[src/inc/pad_pkg.sv]
/*
 * Constants and types for the platform address decoder: region bounds,
 * populated sizes, size codes, slave selects and core mode encoding.
 * Assumes one platform clock and a 24-bit byte address.
 */
package pad_pkg;

    localparam int ADDR_W = 24;          // Byte address width
    localparam int DATA_W = 32;          // Data path width

    // Region bases and upper bounds
    localparam logic [23:0] FLASH_BASE = 24'h00_0000;
    localparam logic [23:0] FLASH_TOP  = 24'h7F_FFFF;
    localparam logic [23:0] RAM_BASE   = 24'h80_0000;
    localparam logic [23:0] RAM_TOP    = 24'hBF_FFFF;
    localparam logic [23:0] GPIO_BASE  = 24'hC0_0000;
    localparam logic [23:0] GPIO_TOP   = 24'hDF_FFFF;
    localparam logic [23:0] RSV_BASE   = 24'hE0_0000;
    localparam logic [23:0] RSV_TOP    = 24'hFF_7FFF;
    localparam logic [23:0] PERI_BASE  = 24'hFF_8000;
    localparam logic [23:0] PERI_TOP   = 24'hFF_FFFF;
    localparam logic [23:0] INTC_BASE  = 24'hFF_FFC0;

    // Default populated sizes in bytes
    localparam logic [23:0] FLASH_SIZE_DEF = 24'h02_0000;
    localparam logic [23:0] RAM_SIZE_DEF   = 24'h00_2000;
    localparam logic [23:0] GPIO_SIZE_DEF  = 24'h20_0000;

    // Reference size encoding
    typedef enum logic [1:0] {
        PAD_SZ_BYTE = 2'h0,
        PAD_SZ_WORD = 2'h1,
        PAD_SZ_LONG = 2'h2,
        PAD_SZ_RSV  = 2'h3
    } pad_size_t;

    // Slave selection
    typedef enum logic [2:0] {
        PAD_SEL_NONE,
        PAD_SEL_FLASH,
        PAD_SEL_RAM,
        PAD_SEL_GPIO,
        PAD_SEL_PERI
    } pad_sel_t;

    // Core mode
    typedef enum logic [1:0] {
        PAD_MODE_RUN,
        PAD_MODE_STOP,
        PAD_MODE_HALT
    } pad_mode_t;

    localparam int PERI_RATIO_DEF = 2;  // Platform:peripheral clock ratio

endpackage : pad_pkg

[src/rtl/pad_region_decode.sv]
/*
 * Combinational region decoder: maps a 24-bit address, direction and
 * size onto one slave select and an error flag.
 * Assumes the caller registers the result at its own pipeline stage.
 */
`timescale 1ns/1ps

module pad_region_decode
    import pad_pkg::*;
#(
    parameter logic [23:0] FLASH_SIZE = FLASH_SIZE_DEF,
    parameter logic [23:0] RAM_SIZE   = RAM_SIZE_DEF,
    parameter logic [23:0] GPIO_SIZE  = GPIO_SIZE_DEF
)
(
    input  wire logic [23:0]      addr_i,   // Byte address
    input  wire logic             write_i,  // High for write
    input  wire pad_pkg::pad_size_t size_i, // Reference size
    output pad_pkg::pad_sel_t     sel_o,    // Chosen slave
    output logic                  err_o     // Hole, reserved or bad size
);

    ////////////////////////////////////////////////////////////////////
    // Region hits
    wire in_flash = (addr_i <= FLASH_TOP);
    wire in_ram   = (addr_i >= RAM_BASE)  && (addr_i <= RAM_TOP);
    wire in_gpio  = (addr_i >= GPIO_BASE) && (addr_i <= GPIO_TOP);
    wire in_rsv   = (addr_i >= RSV_BASE)  && (addr_i <= RSV_TOP);
    wire in_peri  = (addr_i >= PERI_BASE);

    // Populated part starts at region base; rest is a hole
    wire hole_f = in_flash && ((addr_i - FLASH_BASE) >= FLASH_SIZE);
    wire hole_r = in_ram   && ((addr_i - RAM_BASE)   >= RAM_SIZE);
    wire hole_g = in_gpio  && ((addr_i - GPIO_BASE)  >= GPIO_SIZE);

    // Size legality per region
    wire sz_rsv  = (size_i == PAD_SZ_RSV);
    wire bad_f   = sz_rsv || (write_i && size_i != PAD_SZ_LONG);
    wire bad_rg  = sz_rsv;
    wire bad_p   = sz_rsv || (size_i == PAD_SZ_LONG);

    wire bad_sz  = (in_flash && bad_f) || ((in_ram || in_gpio) && bad_rg)
                 || (in_peri && bad_p);

    assign err_o = in_rsv || hole_f || hole_r || hole_g || bad_sz;

    // Select only when access is legal
    assign sel_o = err_o   ? PAD_SEL_NONE  :
                   in_flash ? PAD_SEL_FLASH :
                   in_ram   ? PAD_SEL_RAM   :
                   in_gpio  ? PAD_SEL_GPIO  :
                   in_peri  ? PAD_SEL_PERI  : PAD_SEL_NONE;

endmodule : pad_region_decode

[src/rtl/pad_local_bus_ctrl.sv]
/*
 * Local bus controller: takes master requests in the address phase,
 * steers them to flash, RAM, fast GPIO or the peripheral bridge, and
 * error-terminates illegal cycles itself in the data phase. Includes a
 * simple n:1 peripheral bridge with optional buffered writes and the
 * core mode status flags.
 * Assumes one platform clock; the peripheral side samples its strobe on
 * the enable pulse produced here; slaves hold ready low to wait.
 */
`timescale 1ns/1ps

// Operation
// - Decode 24-bit byte address, 16 MB space
// - Flash region 0x000000 to 0x7FFFFF
// - RAM region 0x800000 to 0xBFFFFF
// - Fast GPIO region 0xC00000 to 0xDFFFFF
// - Reserved range selects no slave
// - Peripheral bridge region 0xFF8000 to 0xFFFFFF
// - Unpopulated hole access gets error termination
// - Flash: any read size, longword writes only
// - RAM and GPIO accept all sizes
// - Peripheral: byte and word only
// - Illegal size terminated with error
// - Address phase then data phase pipeline
// - Ready low stalls both pipeline stages
// - Peripheral bus single-cycle, not pipelined
// - Masters start transactions at controller input
// - Interrupt controller at top 64 bytes
// - Peripheral clock ratio n:1
// - Programmable buffered peripheral writes
// - Core mode on stop and halt flags
module pad_local_bus_ctrl
    import pad_pkg::*;
#(
    parameter int          PERI_RATIO = PERI_RATIO_DEF,  // n of n:1
    parameter logic [23:0] FLASH_SIZE = FLASH_SIZE_DEF,
    parameter logic [23:0] RAM_SIZE   = RAM_SIZE_DEF,
    parameter logic [23:0] GPIO_SIZE  = GPIO_SIZE_DEF
)
(
    input  wire logic                 clk_i,
    input  wire logic                 rstn_i,
    // Master side, address and data phase
    input  wire logic                 m_req_i,       // Request valid
    input  wire logic [31:0]          m_addr_i,      // Upper byte ignored
    input  wire logic                 m_write_i,
    input  wire pad_pkg::pad_size_t   m_size_i,
    input  wire logic [31:0]          m_wdata_i,     // Data-phase write data
    output logic                      m_ready_o,     // Data-phase termination
    output logic                      m_err_o,       // Error termination
    output logic [31:0]               m_rdata_o,
    // Platform slaves, shared request
    output logic                      flash_sel_o,
    output logic                      ram_sel_o,
    output logic                      gpio_sel_o,
    output logic [23:0]               s_addr_o,
    output logic                      s_write_o,
    output pad_pkg::pad_size_t        s_size_o,
    input  wire logic                 s_ready_i,     // Selected slave ready
    input  wire logic [31:0]          s_rdata_i,
    // Peripheral bus
    output logic                      p_en_o,        // Peripheral clock enable
    output logic                      p_sel_o,
    output logic [23:0]               p_addr_o,
    output logic                      p_write_o,
    output pad_pkg::pad_size_t        p_size_o,
    output logic [31:0]               p_wdata_o,
    input  wire logic [31:0]          p_rdata_i,
    input  wire logic                 p_err_i,
    input  wire logic                 buf_wr_en_i,   // Buffered write enable
    // Core mode
    input  wire pad_pkg::pad_mode_t   core_mode_i,
    output logic                      core_stop_flag_o,
    output logic                      core_halt_flag_o
);

    ////////////////////////////////////////////////////////////////////
    // Decode of the address phase
    // Flat compares only: address-phase critical path
    wire [ADDR_W-1:0] addr_a = m_addr_i[ADDR_W-1:0];  // Bits above 23 unused
    pad_sel_t         dec_sel;                          // Decoder select
    logic             dec_err;                          // Decoder error

    // Decoder sized to the populated memories
    pad_region_decode #(
        .FLASH_SIZE (FLASH_SIZE),
        .RAM_SIZE   (RAM_SIZE),
        .GPIO_SIZE  (GPIO_SIZE)
    ) u_dec (
        .addr_i  (addr_a),
        .write_i (m_write_i),
        .size_i  (m_size_i),
        .sel_o   (dec_sel),
        .err_o   (dec_err)
    );

    ////////////////////////////////////////////////////////////////////
    // Peripheral enable divider
    // Counter width; ratio 1 still keeps one bit
    localparam int PCW = (PERI_RATIO > 1) ? $clog2(PERI_RATIO) : 1;
    localparam logic [PCW-1:0] PDIV_LAST = PCW'(PERI_RATIO - 1);
    logic [PCW-1:0] pdiv_r;                             // Divider count
    wire            p_tick = (pdiv_r == PDIV_LAST);     // Peripheral edge

    // Free-running divider; ratio 1 ticks every cycle
    always_ff @(posedge clk_i)
    begin
        if (!rstn_i)
            pdiv_r <= '0;
        else
            pdiv_r <= p_tick ? '0 : pdiv_r + PCW'(1);
    end

    ////////////////////////////////////////////////////////////////////
    // Data-phase state
    typedef enum logic [1:0] {
        PAD_DP_IDLE,     // No cycle in data phase
        PAD_DP_SLAVE,    // Waiting on platform slave
        PAD_DP_PERI,     // Waiting on peripheral strobe
        PAD_DP_ERR       // Local error termination
    } pad_dp_t;

    pad_dp_t     dp_r, dp_nxt;
    logic        p_busy_r;          // Peripheral access in flight
    logic        p_done_r;          // Peripheral beat seen this period
    logic [31:0] p_rdata_r;         // Captured peripheral read data

    // Data phase completes when its termination is given
    // Idle and local-error states free the pipe at once
    wire dp_done = (dp_r == PAD_DP_IDLE) ||
                   (dp_r == PAD_DP_ERR) ||
                   ((dp_r == PAD_DP_SLAVE) && s_ready_i) ||
                   ((dp_r == PAD_DP_PERI) && p_done_r);

    // Peripheral request waits while a buffered write runs
    wire peri_block = (dec_sel == PAD_SEL_PERI) && p_busy_r;

    // Early answers (error, buffered write) would merge with a
    // slave or bridge termination given at the same edge
    wire quick_ans  = dec_err || ((dec_sel == PAD_SEL_PERI) && m_write_i && buf_wr_en_i);
    wire term_now   = (dp_r == PAD_DP_SLAVE) || (dp_r == PAD_DP_PERI);

    // New address phase advances only when data phase ends
    wire take = m_req_i && dp_done && !peri_block && !(quick_ans && term_now);

    // Buffered peripheral write terminates at once; bridge finishes it later.
    // Trade-off: a later peripheral error on a buffered write is lost.
    wire peri_take  = take && (dec_sel == PAD_SEL_PERI);
    // At most one buffered write outstanding
    wire buf_write  = peri_take && m_write_i && buf_wr_en_i && !p_busy_r;

    // Next data-phase state
    always_comb
    begin
        // Default: hold while a slave waits
        dp_nxt = dp_r;
        if (dp_done)
        begin
            if (!take)
                dp_nxt = PAD_DP_IDLE;
            else if (dec_err)
                dp_nxt = PAD_DP_ERR;
            else if (dec_sel == PAD_SEL_PERI && !buf_write)
                dp_nxt = PAD_DP_PERI;
            else if (dec_sel == PAD_SEL_PERI)
                dp_nxt = PAD_DP_IDLE;
            else
                dp_nxt = PAD_DP_SLAVE;
        end
    end

    // State register
    always_ff @(posedge clk_i)
    begin
        if (!rstn_i)
            dp_r <= PAD_DP_IDLE;
        else
            dp_r <= dp_nxt;
    end

    ////////////////////////////////////////////////////////////////////
    // Platform slave request, held while stalled
    always_ff @(posedge clk_i)
    begin
        if (!rstn_i)
        begin
            // Nothing selected out of reset
            flash_sel_o <= 1'b0;
            ram_sel_o   <= 1'b0;
            gpio_sel_o  <= 1'b0;
            s_addr_o    <= '0;
            s_write_o   <= 1'b0;
            s_size_o    <= PAD_SZ_BYTE;
        end
        else if (dp_done)                                        // Stall holds
        begin
            // Errored cycles are never forwarded
            // Attributes copy through even when idle
            flash_sel_o <= take && dec_sel == PAD_SEL_FLASH;
            ram_sel_o   <= take && dec_sel == PAD_SEL_RAM;
            gpio_sel_o  <= take && dec_sel == PAD_SEL_GPIO;
            s_addr_o    <= addr_a;
            s_write_o   <= m_write_i;
            s_size_o    <= m_size_i;
        end
    end

    ////////////////////////////////////////////////////////////////////
    // Peripheral bus: one beat on a peripheral edge, write data loaded a cycle after the other fields
    always_ff @(posedge clk_i)
    begin
        if (!rstn_i)
        begin
            // Bridge idle out of reset
            p_busy_r  <= 1'b0;
            p_done_r  <= 1'b0;
            p_sel_o   <= 1'b0;
            p_addr_o  <= '0;
            p_write_o <= 1'b0;
            p_size_o  <= PAD_SZ_BYTE;
            p_wdata_o <= '0;
            p_rdata_r <= '0;
            p_en_o    <= 1'b0;
        end
        else
        begin
            // Enable pulse runs free, also between beats
            p_en_o   <= p_tick;
            p_done_r <= 1'b0;
            // Start a beat only when the bridge is free
            if (peri_take && !dec_err && !p_busy_r)
            begin
                p_busy_r  <= 1'b1;
                p_sel_o   <= 1'b1;
                p_addr_o  <= addr_a;
                p_write_o <= m_write_i;
                p_size_o  <= m_size_i;
            end
            else if (p_busy_r && p_tick)
            begin
                // Beat ends on the peripheral edge, no pipelining
                p_busy_r  <= 1'b0;
                p_sel_o   <= 1'b0;
                p_rdata_r <= p_rdata_i;
                p_done_r  <= (dp_r == PAD_DP_PERI);
            end
            // Write data follows one cycle behind, in master data phase
            if (p_busy_r && p_write_o && !p_done_r)
                p_wdata_o <= m_wdata_i;
        end
    end

    ////////////////////////////////////////////////////////////////////
    // Master termination and read data
    logic pend_err_r;   // Peripheral error to report
    // Sampled on the same peripheral edge as read data
    always_ff @(posedge clk_i)
    begin
        if (!rstn_i)
            pend_err_r <= 1'b0;
        else if (p_busy_r && p_tick)
            pend_err_r <= p_err_i;
    end

    // Registered answer; ready marks end of data phase
    always_ff @(posedge clk_i)
    begin
        if (!rstn_i)
        begin
            m_ready_o <= 1'b0;
            m_err_o   <= 1'b0;
            m_rdata_o <= '0;
        end
        else
        begin
            // Error, buffered write, slave ready or bridge done;
            // a slave ends its cycle even if the next follows at once
            m_ready_o <= (dp_nxt == PAD_DP_ERR)
                      || (dp_nxt == PAD_DP_IDLE && buf_write)
                      || (dp_r == PAD_DP_SLAVE && s_ready_i)
                      || (dp_r == PAD_DP_PERI && p_done_r);
            m_err_o   <= (dp_nxt == PAD_DP_ERR)
                      || (dp_r == PAD_DP_PERI && p_done_r && pend_err_r);
            m_rdata_o <= (dp_r == PAD_DP_PERI) ? p_rdata_r : s_rdata_i;
        end
    end

    ////////////////////////////////////////////////////////////////////
    // Core mode flags
    always_ff @(posedge clk_i)
    begin
        if (!rstn_i)
        begin
            core_stop_flag_o <= 1'b0;
            core_halt_flag_o <= 1'b0;
        end
        else
        begin
            // Unused encoding reads as running
            core_stop_flag_o <= (core_mode_i == PAD_MODE_STOP);
            core_halt_flag_o <= (core_mode_i == PAD_MODE_HALT);
        end
    end

endmodule : pad_local_bus_ctrl

[config.mk]
export PLATFORM = sky130hd
export DESIGN_NAME = pad_local_bus_ctrl
export DESIGN_NICKNAME = d
export VERILOG_FILES = /design/src/inc/pad_pkg.sv /design/src/rtl/pad_region_decode.sv /design/src/rtl/pad_local_bus_ctrl.sv
export SDC_FILE = /design/constraint.sdc
export NUM_CORES = 1
export LEC_CHECK = 0
export ABC_AREA = 1
export BUFFER_PORTS_ARGS = -buffer_cell sky130_fd_sc_hd__buf_2
export CAP_MARGIN = 10
export CORE_ASPECT_RATIO = 1.25
export CORE_MARGIN = 10
export CORE_UTILIZATION = 45
export DETAILED_ROUTE_END_ITERATION = 8
export PLACE_DENSITY = 0.76
export SLEW_MARGIN = 5
export SYNTH_ARGS = -nofsm -noshare
export SYNTH_HDL_FRONTEND = slang
export SYNTH_SLANG_ARGS = --single-unit
[constraint.sdc]
create_clock -name clk_i -period 6.5 [get_ports clk_i]
set_input_delay 0.65 -clock clk_i [delete_from_list [all_inputs] [get_ports clk_i]]
set_output_delay 0.65 -clock clk_i [all_outputs]
set_load 0.1 [all_outputs]
==> impl_metrics.env <==
export IMPL_synthCells=823
export IMPL_postSynthNetCount=969
export IMPL_synthDominantAreaCellType="sky130_fd_sc_hd__dfxtp_1"
export IMPL_post_cts_setup_buffer_count=0
export IMPL_fp_dieW_um=125
export IMPL_detailedPlacementHpwl_um=14100
export IMPL_number_of_vias_in_the_routed_layout=6102
export IMPL_setup_viol=0
export IMPL_critPathMaxFanout=39
export IMPL_design_die_area_mm2=0.0189
export IMPL_r2r_setup_slack_ps=3290
export IMPL_yosysUniqueCellTypes=27
export IMPL_post_route_cells_drive_above_1_share_pct=28.9
export IMPL_hold_path_cell_count=2
export IMPL_avgRoutedWirePerCell_um=15.6
export IMPL_maxCapViolCount=0
export IMPL_synth_warnings=0
export IMPL_critPathRequiredTime_ps=6810
export IMPL_globalRouteOverflowTotal=0
export IMPL_powerDensity_mw_per_mm2=356
export IMPL_finalCritPeriodShare_pct=49.3
export IMPL_ys_dominant_reg_cell="sky130_fd_sc_hd__dfxtp_1"
export IMPL_finalClockSkew_ps=7.99
export IMPL_placeableCoreArea_mm2=0.0134
export IMPL_number_of_enable_flip_flop_cells_after_synthesis=0
export IMPL_synth_async_reset_ratio_pct=0
export IMPL_r2r_worst_path_cells=14
export IMPL_fin_area_mm2=0.00816
export IMPL_critical_path_arrival_ps=3510
export IMPL_cts_reportedPaths_clkPinSlew_ps=60
export IMPL_gp_congestion=0.831
export IMPL_whs_endpoint="core_stop_flag_o$_SDFF_PN0_"
export IMPL_run_status="finished, final reports clean"
export IMPL_synthToLayoutAreaGrowth_pct=31.3
export IMPL_cts_resized=0
export IMPL_number_of_antenna_violations_at_the_first_check_in_global_routing=2
export IMPL_vias_per_cell=4.91
export IMPL_p_leak_uw=0.00412
export IMPL_power_ir_vdd_worst_mv=0.206
export IMPL_relative_max_transition_margin_pct=25.5
export IMPL_slew_viol_final=0
export IMPL_finalCriticalPeriod_ps=3210
export IMPL_setup_worst_path_start_class="flip-flop"
export IMPL_worstSetupPathType="flip-flop to flip-flop"
export IMPL_die_h_um=151
export IMPL_critPathCaptureType="flip-flop"
export IMPL_drt_first_pass_iters=5
export IMPL_postPlaceCellArea_mm2=0.00757
export IMPL_htree_num_levels=4
export IMPL_slew_worst_pin_ps=1120
export IMPL_first_drt_iteration_drcs=493
export IMPL_grtUsageTotal_pct=19.7
export IMPL_initial_core_util_pct=46.4
export IMPL_unrepaired_setup_endpoints_after_global_routing="no"
export IMPL_hold_start="core_mode_i[1]"
export IMPL_hold_fails_final_rpt=0
export IMPL_netlist_area_mm2=0.00622
export IMPL_r2r_end="p_addr_o[17]$_SDFFE_PN0P_"
export IMPL_drt_drc_violations_left=0
export IMPL_numCtsBuffers=17
export IMPL_synth_ff_latch_count=164
export IMPL_grt_pass1_wl_um=30200
export IMPL_yosysMostFrequentCell="sky130_fd_sc_hd__nor2_1"
export IMPL_seq_area_frac_synth_pct=52.8
export IMPL_tns_ps=0
export IMPL_fmaxAchievable_mhz=312
export IMPL_r2r_start="dp_r[0]$_SDFF_PN0_"
export IMPL_clk_latency_ps=420
export IMPL_grt_start_max_net_pins=91
export IMPL_cts_root_buffer="sky130_fd_sc_hd__clkbuf_16"
export IMPL_cts_tree="done"
export IMPL_final_wl_um=19400
export IMPL_placement_rows=47
export IMPL_timing_hold_ws_ps=399
export IMPL_yosysTopAreaCellShare_pct=52.8
export IMPL_worst_hold_path_type="input pin to flip-flop"
export IMPL_clock_sinks=164
export IMPL_synth_avg_cell_area_um2=7.55
export IMPL_final_nets=1206
export IMPL_post_cts_hold_buffer_count=0
export IMPL_io_buffer_count=257
export IMPL_ios=266
export IMPL_grt_pass1_vias=5733
export IMPL_netlist_top_cells_count="268 x sky130_fd_sc_hd__nor2_1, 164 x sky130_fd_sc_hd__dfxtp_1, 144 x sky130_fd_sc_hd__o21ai_0, 67 x sky130_fd_sc_hd__nand2_1, 47 x sky130_fd_sc_hd__inv_1"
export IMPL_drtAntennaViolNets=0
export IMPL_clk_path_buf_depth=2
export IMPL_final_cell_count_no_fill=1243
export IMPL_dp_cells=1212
export IMPL_post_synth_main_area_contributors="sky130_fd_sc_hd__dfxtp_1 53%, sky130_fd_sc_hd__nor2_1 16%, sky130_fd_sc_hd__o21ai_0 12%, sky130_fd_sc_hd__nand2_1 4.0%, sky130_fd_sc_hd__inv_1 2.8%"
registers in the layout, summed over array words and instances (netlist names), 2 cells and up:
signal / cells
dp_r: 2
m_rdata_o: 32
p_addr_o: 24
p_rdata_r: 32
p_size_o: 2
p_wdata_o: 32
s_addr_o: 24
s_size_o: 2
kinds of logic after synthesis:
group / after synthesis / share of synthesized area, %
AOI/OAI and AO/OA: 184 / 15.5
buffers and inverters: 95 / 6.12
adders and majority gates: 7 / 1.41
DFF: 164 / 52.8
and+or+nand+nor: 373 / 24.2
final cells by class:
cell class / instances / area (um^2)
fill: 1220 / 5250
sequential: 164 / 3280
multi-input combinational: 564 / 2560
timing repair buffer: 262 / 1330
clock buffer: 21 / 480
tap: 171 / 214
inverter: 51 / 193
clock inverter: 8 / 103
antenna: 2 / 5.00
worst max-delay path, stage by stage, from the launching register on:
cell and delay, ps:
sky130_fd_sc_hd__dfxtp_1 330, sky130_fd_sc_hd__inv_1 60, sky130_fd_sc_hd__ha_1 180, sky130_fd_sc_hd__buf_4 230
sky130_fd_sc_hd__nand2_1 100, sky130_fd_sc_hd__nand2_1 70, sky130_fd_sc_hd__nor2_1 130, sky130_fd_sc_hd__clkinv_1 730
sky130_fd_sc_hd__nand2_1 240, sky130_fd_sc_hd__inv_1 60, sky130_fd_sc_hd__nand2_1 130, sky130_fd_sc_hd__a21oi_4 70
sky130_fd_sc_hd__nand2_4 310, sky130_fd_sc_hd__inv_1 230, sky130_fd_sc_hd__o21a_1 220
worst max-delay path by stage:
stage / startpoint / to / slack (ps) / cells after the start
floorplan: m_addr_i[22] / p_size_o[1]$_SDFFE_PN0P_ / 4090 / 16
global placement: dp_r[0]$_SDFF_PN0_ / p_addr_o[19]$_SDFFE_PN0P_ / 3240 / 14
detailed placement: dp_r[0]$_SDFF_PN0_ / p_addr_o[17]$_SDFFE_PN0P_ / 3250 / 14
CTS: dp_r[0]$_SDFF_PN0_ / p_addr_o[17]$_SDFFE_PN0P_ / 3230 / 14
global route: dp_r[0]$_SDFF_PN0_ / p_addr_o[17]$_SDFFE_PN0P_ / 2770 / 14
finish: dp_r[0]$_SDFF_PN0_ / p_addr_o[17]$_SDFFE_PN0P_ / 3290 / 14
per-layer routing:
layer	wire length, um	part of all wire, %	GRT usage, %	up-vias
li1	-	-	-	3097
met4	478	2.5	8.65	0
met5	0	0	0	-
met3	1310	6.7	5.59	31
met2	10000	52	34.2	215
met1	7570	39	22.2	2759
report_power, final:
group / switching, uW / internal [uW]
Sequential: 25.6 / 1070
Clock: 383 / 599
Combinational: 684 / 135
cells in the final DEF, fill, tap and decap left out, types with 2 or more instances in the layout:
cell and instances:
sky130_fd_sc_hd__nor2_1 267, sky130_fd_sc_hd__buf_2 256, sky130_fd_sc_hd__dfxtp_1 164, sky130_fd_sc_hd__o21ai_0 144, sky130_fd_sc_hd__nand2_1 67, sky130_fd_sc_hd__inv_1 47, sky130_fd_sc_hd__a21oi_1 29, sky130_fd_sc_hd__clkbuf_16 17
sky130_fd_sc_hd__nand3_1 13, sky130_fd_sc_hd__o21a_1 8, sky130_fd_sc_hd__ha_1 7, sky130_fd_sc_hd__nor2_2 6, sky130_fd_sc_hd__nand4_1 6, sky130_fd_sc_hd__buf_4 6, sky130_fd_sc_hd__nand2_2 5, sky130_fd_sc_hd__clkbuf_8 4
sky130_fd_sc_hd__clkinv_1 3, sky130_fd_sc_hd__clkinv_2 3, sky130_fd_sc_hd__nor3_1 3, sky130_fd_sc_hd__diode_2 2, sky130_fd_sc_hd__bufinv_16 2, sky130_fd_sc_hd__clkinv_4 2, sky130_fd_sc_hd__clkinvlp_4 2
through the flow:
step	power, uW	setup slack [ps]	util, %
4_1_cts	2930	3230	60.8
5_1_grt	3020	2770	60.9
6_report	2900	3290	60.9
3_5_place_dp	1940	3250	56.5
3_3_place_gp	1940	3240	56.5
2_1_floorplan	1770	4090	-
Power figures use the tool's default switching activity.
